`src/hbs_pkg.sv`:
```
`default_nettype none
package hbs_pkg;

  // ****************************************
  // Register map
  // ****************************************
  localparam int unsigned ADDR_W          = 8;
  localparam logic [7:0]  ADDR_CTRL       = 8'h00;
  localparam logic [7:0]  ADDR_STATUS     = 8'h04;
  localparam logic [7:0]  ADDR_MASK       = 8'h08;
  localparam logic [7:0]  ADDR_BRK_TIMER  = 8'h0C;
  localparam logic [7:0]  ADDR_SYNC_TIMER = 8'h10;
  localparam logic [7:0]  ADDR_SYNC_CMP   = 8'h14;

  // ****************************************
  // Field layout and reset values
  // ****************************************
  localparam int unsigned CTRL_W          = 13;
  localparam int unsigned STATUS_W        = 7;
  localparam int unsigned TMR_W           = 16;
  localparam logic [12:0] CTRL_RST        = 13'h0000;
  localparam logic [6:0]  STATUS_RST      = 7'h00;
  localparam logic [6:0]  MASK_RST        = 7'h00;
  localparam logic [15:0] CMP_RST         = 16'hFFFF;
  localparam int unsigned ST_BRK_RISE     = 0;
  localparam int unsigned ST_BRK_CMP      = 1;
  localparam int unsigned ST_BRK_OVF      = 2;
  localparam int unsigned ST_SYNC_CMP     = 3;

  // ****************************************
  // Timing counts
  // ****************************************
  localparam logic [15:0] BREAK_MIN_CYC   = 16'h0A28;
  localparam logic [2:0]  SYNC_FALLS      = 3'h5;

  // Layout of sync_control_first, msb first
  typedef struct packed {
    logic rise_cfg;
    logic brk_cmp_dis;
    logic brk_err_dis;
    logic xcvr_test;
    logic rx_gate;
    logic stop_edge;
    logic bsd_mode;
    logic cmp_ie;
    logic stop_ie;
    logic start_ie;
    logic sync_en;
    logic [1:0] rsvd;
  } hbs_ctrl_t;

  // Layout of sync_status_flags and its mask, msb first
  typedef struct packed {
    logic synced;
    logic stop;
    logic start;
    logic sync_cmp;
    logic brk_ovf;
    logic brk_cmp;
    logic brk_rise;
  } hbs_evt_t;

  typedef enum {HBS_HUNT, HBS_WAIT_SYNC, HBS_SYNC_BYTE, HBS_SYNCED} hbs_state_t;

endpackage : hbs_pkg
`default_nettype wire

```
`src/hbs_timer.sv`:
```
`timescale 1ns/1ps
`default_nettype none
module hbs_timer #(
  parameter int unsigned W = 16
) (
  input  wire logic         pclk,     // Clock
  input  wire logic         presetn,  // Async reset, low
  input  wire logic         start,    // Clear and run
  input  wire logic         stop,     // Halt, value kept
  input  wire logic [W-1:0] cmp_val,  // Compare value
  output logic      [W-1:0] count,    // Current count
  output logic              running,  // Counting
  output logic              hit,      // Count equals compare
  output logic              ovf       // Wrap pulse
);

  always_ff @(posedge pclk or negedge presetn) begin
    if (!presetn) begin
      running <= 1'b0;
    end else if (start) begin
      running <= 1'b1;
    end else if (stop) begin
      running <= 1'b0;
    end
  end

  always_ff @(posedge pclk or negedge presetn) begin
    if (!presetn) begin
      count <= '0;
    end else if (start) begin
      count <= '0;
    end else if (running && !stop) begin
      count <= count + {{(W-1){1'b0}}, 1'b1};
    end
  end

  assign hit = running && !stop && (count == cmp_val);
  assign ovf = running && !stop && (count == {W{1'b1}});

endmodule : hbs_timer
`default_nettype wire

```
`src/hbs_sync_control.sv`:
```
// Summary of operation
// - Error interrupt suppressed while its disable set
// - Compare interrupt allowed while its disable clear
// - Test bit clear: transceiver driven from UART
// - Test bit set: pins route transceiver, bypass UART
// - Gate set, pulse bus mode clear: UART receive high until sync
// - Gate clear, test bit clear: bus data reaches UART receive
// - Read mode gate set: rising edge flags
// - Break timer runs falling to rising edge
// - Break timer compare and overflow still interrupt
// - Write mode: compare match flags bit 3
// - Break timer stops on rising edge too
// - Sync timer compare match sets flag
//
// Register access over APB and the placing of the registers were decided locally.
`timescale 1ns/1ps
`default_nettype none
module hbs_sync_control #(
  parameter int unsigned     TW        = hbs_pkg::TMR_W,
  parameter logic [TW-1:0]   BREAK_MIN = hbs_pkg::BREAK_MIN_CYC,
  parameter logic [2:0]      NFALLS    = hbs_pkg::SYNC_FALLS
) (
  input  wire logic        pclk,         // Clock, 250 MHz
  input  wire logic        presetn,      // Async reset, low
  input  wire logic [7:0]  paddr,        // APB address
  input  wire logic        psel,         // APB select
  input  wire logic        penable,      // APB enable
  input  wire logic        pwrite,       // APB direction
  input  wire logic [31:0] pwdata,       // APB write data
  output logic      [31:0] prdata,       // APB read data
  output logic             pready,       // APB ready
  output logic             pslverr,      // APB error
  output logic             irq,          // Interrupt, level
  input  wire logic        bus_rx_pin,   // Transceiver receive out
  output logic             xcvr_txd,     // Transceiver transmit in
  input  wire logic        uart_txd,     // UART transmit
  output logic             uart_rxd,     // UART receive
  input  wire logic        gpio_tx_pin,  // Test pin to transceiver
  output logic             gpio_rx_pin   // Test pin from transceiver
);

  // ****************************************
  // Registers and wires
  // ****************************************
  hbs_pkg::hbs_ctrl_t   ctrl_reg;
  hbs_pkg::hbs_evt_t    status_reg;
  hbs_pkg::hbs_evt_t    mask_reg;
  hbs_pkg::hbs_evt_t    ev;
  hbs_pkg::hbs_evt_t    rd_clr;
  hbs_pkg::hbs_state_t  state_reg;
  logic [TW-1:0]        brk_cmp_reg;
  logic [TW-1:0]        sync_cmp_reg;
  logic [31:0]          prdata_reg;
  logic                 pslverr_reg;
  logic                 stat_rd_reg;
  logic                 bus_meta_reg;
  logic                 bus_s_reg;
  logic                 bus_d_reg;
  logic                 gpio_meta_reg;
  logic                 gpio_s_reg;
  logic                 xcvr_txd_reg;
  logic                 uart_rxd_reg;
  logic                 gpio_rx_reg;
  logic [2:0]           falls_reg;
  logic                 rise;
  logic                 fall;
  logic                 active;
  logic                 lin_act;
  logic                 brk_long;
  logic                 sync_done;
  logic                 setup;
  logic                 access;
  logic                 wr_ok;
  logic [TW-1:0]        brk_count;
  logic                 brk_run;
  logic                 brk_hit;
  logic                 brk_ovf;
  logic [TW-1:0]        sync_count;
  logic                 sync_hit;
  logic                 sync_start;
  logic                 sync_stop;

  // ****************************************
  // Helpers
  // ****************************************
  function automatic logic addr_hit(input logic [7:0] a);
    addr_hit = (a == hbs_pkg::ADDR_CTRL)       || (a == hbs_pkg::ADDR_STATUS)   ||
               (a == hbs_pkg::ADDR_MASK)       || (a == hbs_pkg::ADDR_BRK_TIMER) ||
               (a == hbs_pkg::ADDR_SYNC_TIMER) || (a == hbs_pkg::ADDR_SYNC_CMP);
  endfunction : addr_hit

  function automatic logic [31:0] tmr_word(input logic [TW-1:0] v);
    tmr_word = {{(32-TW){1'b0}}, v};
  endfunction : tmr_word

  // ****************************************
  // Pin synchronisers and edges
  // ****************************************
  always_ff @(posedge pclk or negedge presetn) begin
    if (!presetn) begin
      bus_meta_reg <= 1'b1;
      bus_s_reg    <= 1'b1;
      bus_d_reg    <= 1'b1;
    end else begin
      bus_meta_reg <= bus_rx_pin;
      bus_s_reg    <= bus_meta_reg;
      bus_d_reg    <= bus_s_reg;
    end
  end

  always_ff @(posedge pclk or negedge presetn) begin
    if (!presetn) begin
      gpio_meta_reg <= 1'b1;
      gpio_s_reg    <= 1'b1;
    end else begin
      gpio_meta_reg <= gpio_tx_pin;
      gpio_s_reg    <= gpio_meta_reg;
    end
  end

  assign rise    = bus_s_reg && !bus_d_reg;
  assign fall    = !bus_s_reg && bus_d_reg;
  assign active  = ctrl_reg.sync_en;
  assign lin_act = active && !ctrl_reg.bsd_mode;

  // ****************************************
  // Break and sync bit timers
  // ****************************************
  hbs_timer #(.W(TW)) u_brk_timer (
    .pclk    (pclk),
    .presetn (presetn),
    .start   (active && fall),
    .stop    (rise || !active),
    .cmp_val (brk_cmp_reg),
    .count   (brk_count),
    .running (brk_run),
    .hit     (brk_hit),
    .ovf     (brk_ovf)
  );

  assign sync_start = ctrl_reg.bsd_mode ? (active && fall) :
                      (lin_act && fall && (state_reg == hbs_pkg::HBS_WAIT_SYNC));
  assign sync_stop  = !active || (ctrl_reg.bsd_mode ? rise : sync_done);

  hbs_timer #(.W(TW)) u_sync_timer (
    .pclk    (pclk),
    .presetn (presetn),
    .start   (sync_start),
    .stop    (sync_stop),
    .cmp_val (sync_cmp_reg),
    .count   (sync_count),
    .running (),
    .hit     (sync_hit),
    .ovf     ()
  );

  // ****************************************
  // Break and sync byte detection
  // ****************************************
  assign brk_long  = lin_act && rise && (brk_count >= BREAK_MIN);
  assign sync_done = lin_act && rise && !brk_long && (falls_reg == NFALLS) &&
                     (state_reg == hbs_pkg::HBS_SYNC_BYTE);

  always_ff @(posedge pclk or negedge presetn) begin
    if (!presetn) begin
      state_reg <= hbs_pkg::HBS_HUNT;
      falls_reg <= 3'h0;
    end else if (!lin_act) begin
      state_reg <= hbs_pkg::HBS_HUNT;
      falls_reg <= 3'h0;
    end else if (brk_long) begin
      state_reg <= hbs_pkg::HBS_WAIT_SYNC;
      falls_reg <= 3'h0;
    end else begin
      case (state_reg)
        hbs_pkg::HBS_WAIT_SYNC: begin
          if (fall) begin
            state_reg <= hbs_pkg::HBS_SYNC_BYTE;
            falls_reg <= 3'h1;
          end
        end
        hbs_pkg::HBS_SYNC_BYTE: begin
          if (sync_done) begin
            state_reg <= hbs_pkg::HBS_SYNCED;
          end else if (fall && falls_reg != NFALLS) begin
            falls_reg <= falls_reg + 3'h1;
          end else if (fall) begin
            state_reg <= hbs_pkg::HBS_HUNT;
          end
        end
        hbs_pkg::HBS_HUNT,
        hbs_pkg::HBS_SYNCED: begin
          state_reg <= state_reg;
        end
        default: begin
          state_reg <= hbs_pkg::HBS_HUNT;
        end
      endcase
    end
  end

  // ****************************************
  // Transceiver and UART routing
  // ****************************************
  always_ff @(posedge pclk or negedge presetn) begin
    if (!presetn) begin
      xcvr_txd_reg <= 1'b1;
      gpio_rx_reg  <= 1'b1;
      uart_rxd_reg <= 1'b1;
    end else begin
      xcvr_txd_reg <= ctrl_reg.xcvr_test ? gpio_s_reg : uart_txd;
      gpio_rx_reg  <= ctrl_reg.xcvr_test ? bus_s_reg : 1'b1;
      if (ctrl_reg.xcvr_test) begin
        uart_rxd_reg <= 1'b1;
      end else if (!ctrl_reg.bsd_mode && ctrl_reg.rx_gate &&
                   state_reg != hbs_pkg::HBS_SYNCED) begin
        uart_rxd_reg <= 1'b1;
      end else begin
        uart_rxd_reg <= bus_s_reg;
      end
    end
  end

  assign xcvr_txd    = xcvr_txd_reg;
  assign gpio_rx_pin = gpio_rx_reg;
  assign uart_rxd    = uart_rxd_reg;

  // ****************************************
  // Events
  // ****************************************
  always_comb begin
    ev          = '0;
    ev.brk_rise = active && rise && (ctrl_reg.bsd_mode ?
                  (ctrl_reg.rx_gate && !ctrl_reg.rise_cfg) : ctrl_reg.rise_cfg);
    ev.brk_cmp  = active && brk_hit && !ctrl_reg.brk_cmp_dis;
    ev.brk_ovf  = active && brk_ovf && !ctrl_reg.brk_err_dis;
    ev.sync_cmp = active && ctrl_reg.cmp_ie && sync_hit;
    ev.start    = active && ctrl_reg.start_ie && fall;
    ev.stop     = active && ctrl_reg.stop_ie && rise;
    ev.synced   = sync_done;
  end

  // ****************************************
  // APB slave
  // ****************************************
  assign setup  = psel && !penable;
  assign access = psel && penable;
  assign wr_ok  = access && pwrite && addr_hit(paddr);
  assign pready = 1'b1;
  assign prdata = prdata_reg;
  assign pslverr = access && pslverr_reg;

  always_ff @(posedge pclk or negedge presetn) begin
    if (!presetn) begin
      prdata_reg  <= 32'h0000_0000;
      pslverr_reg <= 1'b0;
      stat_rd_reg <= 1'b0;
    end else if (setup) begin
      pslverr_reg <= !addr_hit(paddr);
      stat_rd_reg <= !pwrite && (paddr == hbs_pkg::ADDR_STATUS);
      case (paddr)
        hbs_pkg::ADDR_CTRL:       prdata_reg <= {{(32-hbs_pkg::CTRL_W){1'b0}}, ctrl_reg};
        hbs_pkg::ADDR_STATUS:     prdata_reg <= {{(32-hbs_pkg::STATUS_W){1'b0}}, status_reg};
        hbs_pkg::ADDR_MASK:       prdata_reg <= {{(32-hbs_pkg::STATUS_W){1'b0}}, mask_reg};
        hbs_pkg::ADDR_BRK_TIMER:  prdata_reg <= tmr_word(brk_count);
        hbs_pkg::ADDR_SYNC_TIMER: prdata_reg <= tmr_word(sync_count);
        hbs_pkg::ADDR_SYNC_CMP:   prdata_reg <= tmr_word(sync_cmp_reg);
        default:                  prdata_reg <= 32'h0000_0000;
      endcase
    end
  end

  always_ff @(posedge pclk or negedge presetn) begin
    if (!presetn) begin
      ctrl_reg <= hbs_pkg::CTRL_RST;
    end else if (wr_ok && paddr == hbs_pkg::ADDR_CTRL) begin
      ctrl_reg      <= pwdata[hbs_pkg::CTRL_W-1:0];
      ctrl_reg.rsvd <= 2'h0;
    end
  end

  always_ff @(posedge pclk or negedge presetn) begin
    if (!presetn) begin
      mask_reg <= hbs_pkg::MASK_RST;
    end else if (wr_ok && paddr == hbs_pkg::ADDR_MASK) begin
      mask_reg <= pwdata[hbs_pkg::STATUS_W-1:0];
    end
  end

  always_ff @(posedge pclk or negedge presetn) begin
    if (!presetn) begin
      brk_cmp_reg  <= hbs_pkg::CMP_RST[TW-1:0];
      sync_cmp_reg <= hbs_pkg::CMP_RST[TW-1:0];
    end else if (wr_ok && paddr == hbs_pkg::ADDR_BRK_TIMER) begin
      brk_cmp_reg  <= pwdata[TW-1:0];
    end else if (wr_ok && paddr == hbs_pkg::ADDR_SYNC_CMP) begin
      sync_cmp_reg <= pwdata[TW-1:0];
    end
  end

  // ****************************************
  // Sticky status, cleared by read
  // ****************************************
  // Only bits that were captured for the read are cleared
  assign rd_clr = (access && stat_rd_reg) ? prdata_reg[hbs_pkg::STATUS_W-1:0] : '0;

  always_ff @(posedge pclk or negedge presetn) begin
    if (!presetn) begin
      status_reg <= hbs_pkg::STATUS_RST;
    end else begin
      status_reg <= (status_reg & ~rd_clr) | ev;
    end
  end

  assign irq = |(status_reg & mask_reg);
endmodule : hbs_sync_control
`default_nettype wire

```
`config.mk`:
```
export PLATFORM = sky130hd
export DESIGN_NAME = hbs_sync_control
export DESIGN_NICKNAME = d
export VERILOG_FILES = /design/src/hbs_pkg.sv /design/src/hbs_timer.sv /design/src/hbs_sync_control.sv
export SDC_FILE = /design/constraint.sdc
export NUM_CORES = 1
export LEC_CHECK = 0
export BUFFER_PORTS_ARGS = -buffer_cell sky130_fd_sc_hd__buf_2
export CELL_PAD_IN_SITES_DETAIL_PLACEMENT = 0
export CELL_PAD_IN_SITES_GLOBAL_PLACEMENT = 2
export CORE_MARGIN = 8
export CORE_UTILIZATION = 39
export CTS_BUF_LIST = sky130_fd_sc_hd__clkbuf_8
export DETAILED_ROUTE_END_ITERATION = 10
export GPL_TIMING_DRIVEN = 0
export HOLD_SLACK_MARGIN = 0.02
export MAX_ROUTING_LAYER = met4
export PLACE_DENSITY = 0.91
export SYNTH_ARGS = -nofsm -noshare
export SYNTH_HDL_FRONTEND = slang
export SYNTH_SLANG_ARGS = --single-unit
```
`constraint.sdc`:
```
create_clock -name pclk -period 3 [get_ports pclk]
set_input_delay 0.15 -clock pclk [delete_from_list [all_inputs] [get_ports pclk]]
set_output_delay 0.15 -clock pclk [all_outputs]
set_load 0.05 [all_outputs]
```
==> results of run 1 <==
cell usage in the layout (no fill, tap or decap), drive strengths merged, types with 5 or more instances in the layout:
cell type,netlist,routed
xnor2,18,18
nand3,15,15
a21oi,31,31
xor2,21,21
dfstp,40,40
nor3,9,9
a22oi,19,19
a22o,5,5
nor4,9,9
a2bb2oi,10,10
o21ai,40,40
nor2b,7,7
ha,8,8
nand4,13,13
buf,24,76
nand2,42,42
and3,6,6
nand2b,6,6
o2bb2ai,6,6
mux2,53,53
clkbuf,22,42
mux2i,12,12
inv,14,18
dlygate4sd3,0,21
nor2,39,39
or3,16,16
conb,2,17
a31oi,9,9
dfrtp,82,82
o31ai,7,7
cell type report:
class	count	area share, %
plain buffers	46	3.50
clock buffers	20	3.53
clock inverters	12	2.02
inverters	14	0.674
multi-input cells	454	40.5
flip-flops and latches	122	39.8
well taps	220	3.53
repair buffers	73	6.40
per-layer routing:
| layer | track usage [%] | up-vias | wire, um | share of wire (%) |
|---|---|---|---|---|
| met5 | - | - | 0 | 0 |
| met3 | 4.45 | 35 | 943 | 5.2 |
| met2 | 29.0 | 168 | 8750 | 48 |
| li1 | - | 2451 | - | - |
| met1 | 22.1 | 2602 | 8020 | 44 |
| met4 | 7.96 | 0 | 520 | 2.9 |
how the worst min path moves through the flow:
| stage | endpoint | depth (start not counted) |
|---|---|---|
| floorplan | active | 0 |
| global placement | gpio_meta_reg | 1 |
| CTS | stat_rd_reg | 3 |
| detailed placement | u_sync_timer.count[14] | 1 |
| finish | stat_rd_reg | 3 |
| global route | stat_rd_reg | 3 |
power groups by stage:
stage          sequential [mW]  clock [mW]  combinational (mW)
5_1_grt                   1.70        1.71               0.335
3_5_place_dp              1.73           0               0.290
6_report                  1.70        1.61               0.310
4_1_cts                   1.70        1.64               0.312
3_3_place_gp              1.73           0               0.280
2_1_floorplan             1.76           0               0.151
kinds of logic (layout without fill, tap and decap cells):
kind of cell | count (synthesis) | in the layout | share of synthesized area (%)
AND/OR/NAND/NOR | 177 | 177 | 14.3
flip-flops | 122 | 122 | 47.5
multiplexers | 65 | 65 | 11.5
XOR/XNOR | 39 | 39 | 5.23
adder cells (fa/ha/maj) | 8 | 8 | 1.53
buffers and inverters | 60 | 165 | 4.98
other | 2 | 17 | 0.115
AO/OA/AOI/OAI | 148 | 148 | 14.8
metrics by stage:
stage	power (mW)	hold WS (ns)	utilization (%)
3_5_place_dp	2.02	0.0761	43.4
6_report	3.62	0.153	47.3
4_1_cts	3.65	0.118	47.3
5_1_grt	3.74	0.131	47.3
3_3_place_gp	2.01	0.256	43.2
2_1_floorplan	1.91	-0.146	-
worst max-delay path, delay by kind of cell, from the launching register on:
kind                   cells  cell delay, ns
AND/OR/NAND/NOR            2            1.00
flip-flops                 1            0.36
AO/OA/AOI/OAI              3            0.67
buffers and inverters      2            0.57
==> impl_metrics.yaml, run 1 <==
outcome:
  outcome: "finished, final reports clean"
drt:
  drt_iter0_drc: 408
  drt_drc_violations_left: 0
  wire_per_inst_um: 19.0
  totalWireLength_mm: 18.2
  viasPerCell: 5.47
  num_vias: 5256
  drtAntennaViolNets: 0
  dr.pass1.iters: 5
placement:
  dp_slack_ns: 0.404
  place_area_sq_um: 7150
  numPlacedInstances: 908
  io_buffers: 51
  gp_congestion: 0.891
  dp_hpwl_mm: 14.1
die:
  die_x_um: 145
  dieArea_sq_um: 21100
  die_h_um: 145
  ios: 86
  core-area_sq_um: 16500
  start_util_pct: 39.7
  rows: 47
global_route:
  grt.overflow.total: 0
  grt_max_degree: 86
  grt_pass1_vias: 5472
  track_usage_pct: 18.4
  antenna_found_initial: 0
  grt_pass1_wl_mm: 29.8
synthesis:
  synthFlopType: "dfrtp_1"
  async_reset_ff_share_pct: 100
  synth_edf_count: 0
  synth_seq_cells: 122
  avgSynthCellArea_sq_um: 10.5
  synth_top_area_share_pct: 31.4
  netlist_area_sq_um: 6530
  ys_types: 61
  yosysWarnings: 0
  yosys-top-cells-count: "dfrtp_1, nand2_1, mux2_2, dfstp_2"
  synthCells: 621
  synth_area_leader_cell: "dfrtp_1"
  yosys-top-cells-area: "dfrtp_1, dfstp_2, mux2_2, o21ai_0, xor2_1"
  synthMostInstantiatedCell: "dfrtp_1"
  ys_seq_area_share_pct: 47.5
cells_and_area:
  area.sequential_sq_um: 3100
  final_cells: 961
  nets: 784
  drive_gt1_share_pct: 27.3
  area_growth_pct: 19.3
  multiInputGateArea_sq_um: 3160
  n_fill_cell: 1565
  final_area_sq_um: 7800
  n_antenna_cell: 0
sta:
  hold_viol: 0
  rsz0062_at_grt: "no"
  final.setup.tns_ns: 0
  finalSetupViolations: 0
  finalMaxSlewViolations: 0
  layout_min_cycle_time_ns: 2.70
  finalCritPeriodShare_pct: 89.8
  fin_skew_ns: 0.00838
  tightest_slew_ns: 0.808
  relSlewSlack_pct: 45.5
  max_freq_mhz: 371
  worst_slack_ns: 0.305
power_and_ir_drop:
  p_int_mw: 2.74
  power_density_nw_per_um2: 464
  combPwrFrac_pct: 8.6
  clock_power_share_pct: 44.4
  seq_power_share_pct: 47.0
  peakVddDrop_v: 0.000291
  p_switching_mw: 0.879
  switching_share_pct: 24.3
  p_leak_nw: 3.50
clocking:
  postCtsHoldBufs: 21
  clk_pin_slew_worst_paths_ns: 0.07
  clkLatencyLatePin_ns: 0.45
  cts-resized-gates: 0
  cts_sinks: 122
  tritoncts: "yes"
  numCtsBuffers: 17
  cts-root-buf: "clkbuf_8"
  post_cts.repair.setup_buffers: 0
  clockBufferDepth: 2
  htreeDepth: 4
setup_path:
  rr_startpoint: "u_brk_timer.count[12]"
  path_common_cell: "clkbuf_1"
  cp_cell_sequence: "clkbuf_1, nor4_1, nand4_1, o2111ai_1, clkbuf_1, o31ai_1, a21oi_1"
  cpPeakStageDelay_ns: 0.65
  endpoint: "u_sync_timer.count[11]"
  r2r_cells: 7
  slowest_stage: "nor4_1"
  cp.required_ns: 3.36
  crit_fanout: 10
  critPathArrivalTime_ns: 3.06
  setup.worst_path.class: "register to register"
  startpoint: "u_brk_timer.count[12]"
  cp-start-kind: "register"
  r2r_slack_ns: 0.30
  critPathCaptureType: "register"
  r2r_end: "u_sync_timer.count[11]"
min_path:
  min_from: "paddr[4]"
  hold_path_class: "primary input to register"
flow_run:
  cap_viol_max_count: 0
No activity file was read; power rests on OpenSTA's default activity.
==> run 2, diff against run 1 <==
--- a/config.mk
+++ b/config.mk
@@ -5,17 +5,19 @@
 export SDC_FILE = /design/constraint.sdc
 export NUM_CORES = 1
 export LEC_CHECK = 0
+export ABC_AREA = 1
 export BUFFER_PORTS_ARGS = -buffer_cell sky130_fd_sc_hd__buf_2
 export CELL_PAD_IN_SITES_DETAIL_PLACEMENT = 0
 export CELL_PAD_IN_SITES_GLOBAL_PLACEMENT = 2
 export CORE_MARGIN = 8
-export CORE_UTILIZATION = 39
+export CORE_UTILIZATION = 35
 export CTS_BUF_LIST = sky130_fd_sc_hd__clkbuf_8
 export DETAILED_ROUTE_END_ITERATION = 10
+export GPL_ROUTABILITY_DRIVEN = 0
 export GPL_TIMING_DRIVEN = 0
 export HOLD_SLACK_MARGIN = 0.02
 export MAX_ROUTING_LAYER = met4
-export PLACE_DENSITY = 0.91
+export PLACE_DENSITY = 0.89
 export SYNTH_ARGS = -nofsm -noshare
 export SYNTH_HDL_FRONTEND = slang
 export SYNTH_SLANG_ARGS = --single-unit
==> run 2 against run 1 <==
Combinational power is 33% lower. Utilization shrank 5.1 points. Die area is 14% higher. Flip-flop and latch count stayed put. Largest cell class unchanged. Largest power group is now the clock network.
==> impl_metrics.yaml, run 2 <==
clocking:
  cts_sinks: 122
  postCtsHoldBufs: 16
  clk_pin_slew_worst_paths_ns: 0.08
  clkLatencyLatePin_ns: 0.46
  clockBufferDepth: 2
  post_cts.repair.setup_buffers: 0
  cts-root-buf: "clkbuf_8"
  tritoncts: "yes"
  numCtsBuffers: 17
  htreeDepth: 4
  cts-resized-gates: 0
setup_path:
  rr_startpoint: "state_reg[0]"
  r2r_cells: 10
  cp.required_ns: 3.33
  r2r_slack_ns: 0.99
  setup.worst_path.class: "register to register"
  critPathCaptureType: "register"
  r2r_end: "u_sync_timer.count[13]"
  critPathArrivalTime_ns: 2.34
  cp-start-kind: "register"
  crit_fanout: 10
placement:
  dp_hpwl_mm: 15.8
  numPlacedInstances: 1186
  io_buffers: 52
  dp_slack_ns: 1.01
global_route:
  grt.overflow.total: 0
  grt_pass1_wl_mm: 32.6
  antenna_found_initial: 0
  grt_pass1_vias: 5867
  track_usage_pct: 18.1
  grt_max_degree: 96
min_path:
  min_from: "pwdata[1]"
  whs_path_depth: 3
  hold_path_class: "primary input to register"
  hold_end: "brk_cmp_reg[1]"
drt:
  drtAntennaViolNets: 0
  totalWireLength_mm: 20.6
  viasPerCell: 4.83
  drt_drc_violations_left: 0
  num_vias: 5965
  dr.pass1.iters: 7
  wire_per_inst_um: 16.7
  drt_iter0_drc: 478
synthesis:
  synth_edf_count: 0
  synthFlopType: "dfrtp_1"
  async_reset_ff_share_pct: 100
  synth_fa_ha_area_share_pct: 1.48
  synth-xor-area-share_pct: 2.71
  yosys-top-cells-area: "dfrtp_1, dfstp_2, nand2_1, inv_1, o21ai_0"
  synth-compound-area-share_pct: 12.8
  synthMostInstantiatedCell: "nand2_1"
  yosys-top-cells-count: "nand2_1, inv_1, dfrtp_1, o21ai_0, nor2_1"
  ys_seq_area_share_pct: 45.8
  yosysWarnings: 0
  ys_types: 46
  synth_seq_cells: 122
  synthCells: 853
  synth_top_family_by_area: "simple AND/OR/NAND/NOR gates"
  netlist_area_sq_um: 6780
  synth_top_area_share_pct: 30.3
  synth_area_leader_cell: "dfrtp_1"
  yosys.area_share.simple_pct: 27.9
  avgSynthCellArea_sq_um: 7.94
  synth_mux_area_share_pct: 0
power_and_ir_drop:
  power_density_nw_per_um2: 458
  peakVddDrop_v: 0.000274
  p_leak_nw: 3.68
sta:
  relSlewSlack_pct: 60.1
  rsz0062_at_grt: "no"
  max_freq_mhz: 497
  fin_skew_ns: 0.0159
  hold_viol: 0
  finalCritPeriodShare_pct: 67.0
  finalSetupViolations: 0
  layout_min_cycle_time_ns: 2.01
  finalMaxSlewViolations: 0
  final.setup.tns_ns: 0
  tightest_slew_ns: 0.596
  worst_slack_ns: 0.989
cells_and_area:
  final_cell_mix: "nand2_1, inv_1, dfrtp_1"
  nets: 1012
  layout_commonest_cell: "nand2_1"
  area_growth_pct: 19.7
  n_antenna_cell: 0
  final_cells: 1234
  drive_gt1_share_pct: 22.5
die:
  ios: 86
  rows: 51
  start_util_pct: 35.3
  core-area_sq_um: 19200
  die_x_um: 155
  dieArea_sq_um: 24100
  die_h_um: 155
flow_run:
  cap_viol_max_count: 0
outcome:
  outcome: "finished, final reports clean"
## run 2: metrics by stage
stage,utilization (%),area (sq um),hold slack (ns),power [mW]
2_1_floorplan,-,6830,-0.146,1.80
6_report,42.2,8110,0.0498,3.71
3_5_place_dp,38.8,7460,0.0462,1.89
4_1_cts,42.2,8110,0.0236,3.74
5_1_grt,42.2,8110,0.0242,3.83
3_3_place_gp,38.7,7420,0.256,1.88
## run 2: kinds of logic (layout without fill, tap and decap cells)
group | after synthesis | count (layout)
AOI/OAI and AO/OA | 153 | 153
xor gates and xnor gates | 21 | 21
adders and majority gates | 8 | 8
buffers and inverters | 134 | 235
DFF | 122 | 122
other | 2 | 17
and+or+nand+nor | 413 | 413
## run 2: report_power, final
part | leakage (nW) | internal (mW) | switching (mW)
Sequential | 1.52 | 1.66 | 0.00404
Combinational | 1.92 | 0.0605 | 0.148
Clock | 0.239 | 1.10 | 0.742
Total | 3.68 | 2.82 | 0.894
## run 2: area by class of cell
class                           count  area [sq um]
Fill cell                        1987         11100
Timing Repair Buffer               69           454
Inverter                           96           360
Sequential cell                   122          3100
Clock buffer                       18           248
Clock inverter                     14           244
Multi-Input combinational cell    612          3110
Buffer                             38           262
Tap cell                          265           332
## run 2: worst max-delay path by stage
stage	from	endpoint	slack, ns
floorplan	bus_s_reg	u_sync_timer.count[13]	1.42
CTS	bus_d_reg	u_brk_timer.count[10]	0.98
finish	state_reg[0]	u_sync_timer.count[13]	0.99
global route	bus_d_reg	u_brk_timer.count[10]	0.77
global placement	presetn	prdata[11]	0.06
detailed placement	bus_d_reg	u_brk_timer.count[10]	1.01
## run 2: per-layer routing
metal / global-route usage, % / part of all wire [%]
met5: - / 0
met4: 4.57 / 1.1
met3: 4.22 / 5.5
met2: 26.5 / 44
met1: 24.7 / 49
## run 2: critical path: stages (launching register included)
cell and delay [ns]:
dfrtp_1 0.42, inv_1 0.07, ha_1 0.22, nand3_1 0.14, nor2_4 0.15, nand3_2 0.21, nand2_2 0.20, buf_6 0.17
nand2_4 0.13, nand2_1 0.11, o21ai_2 0.05
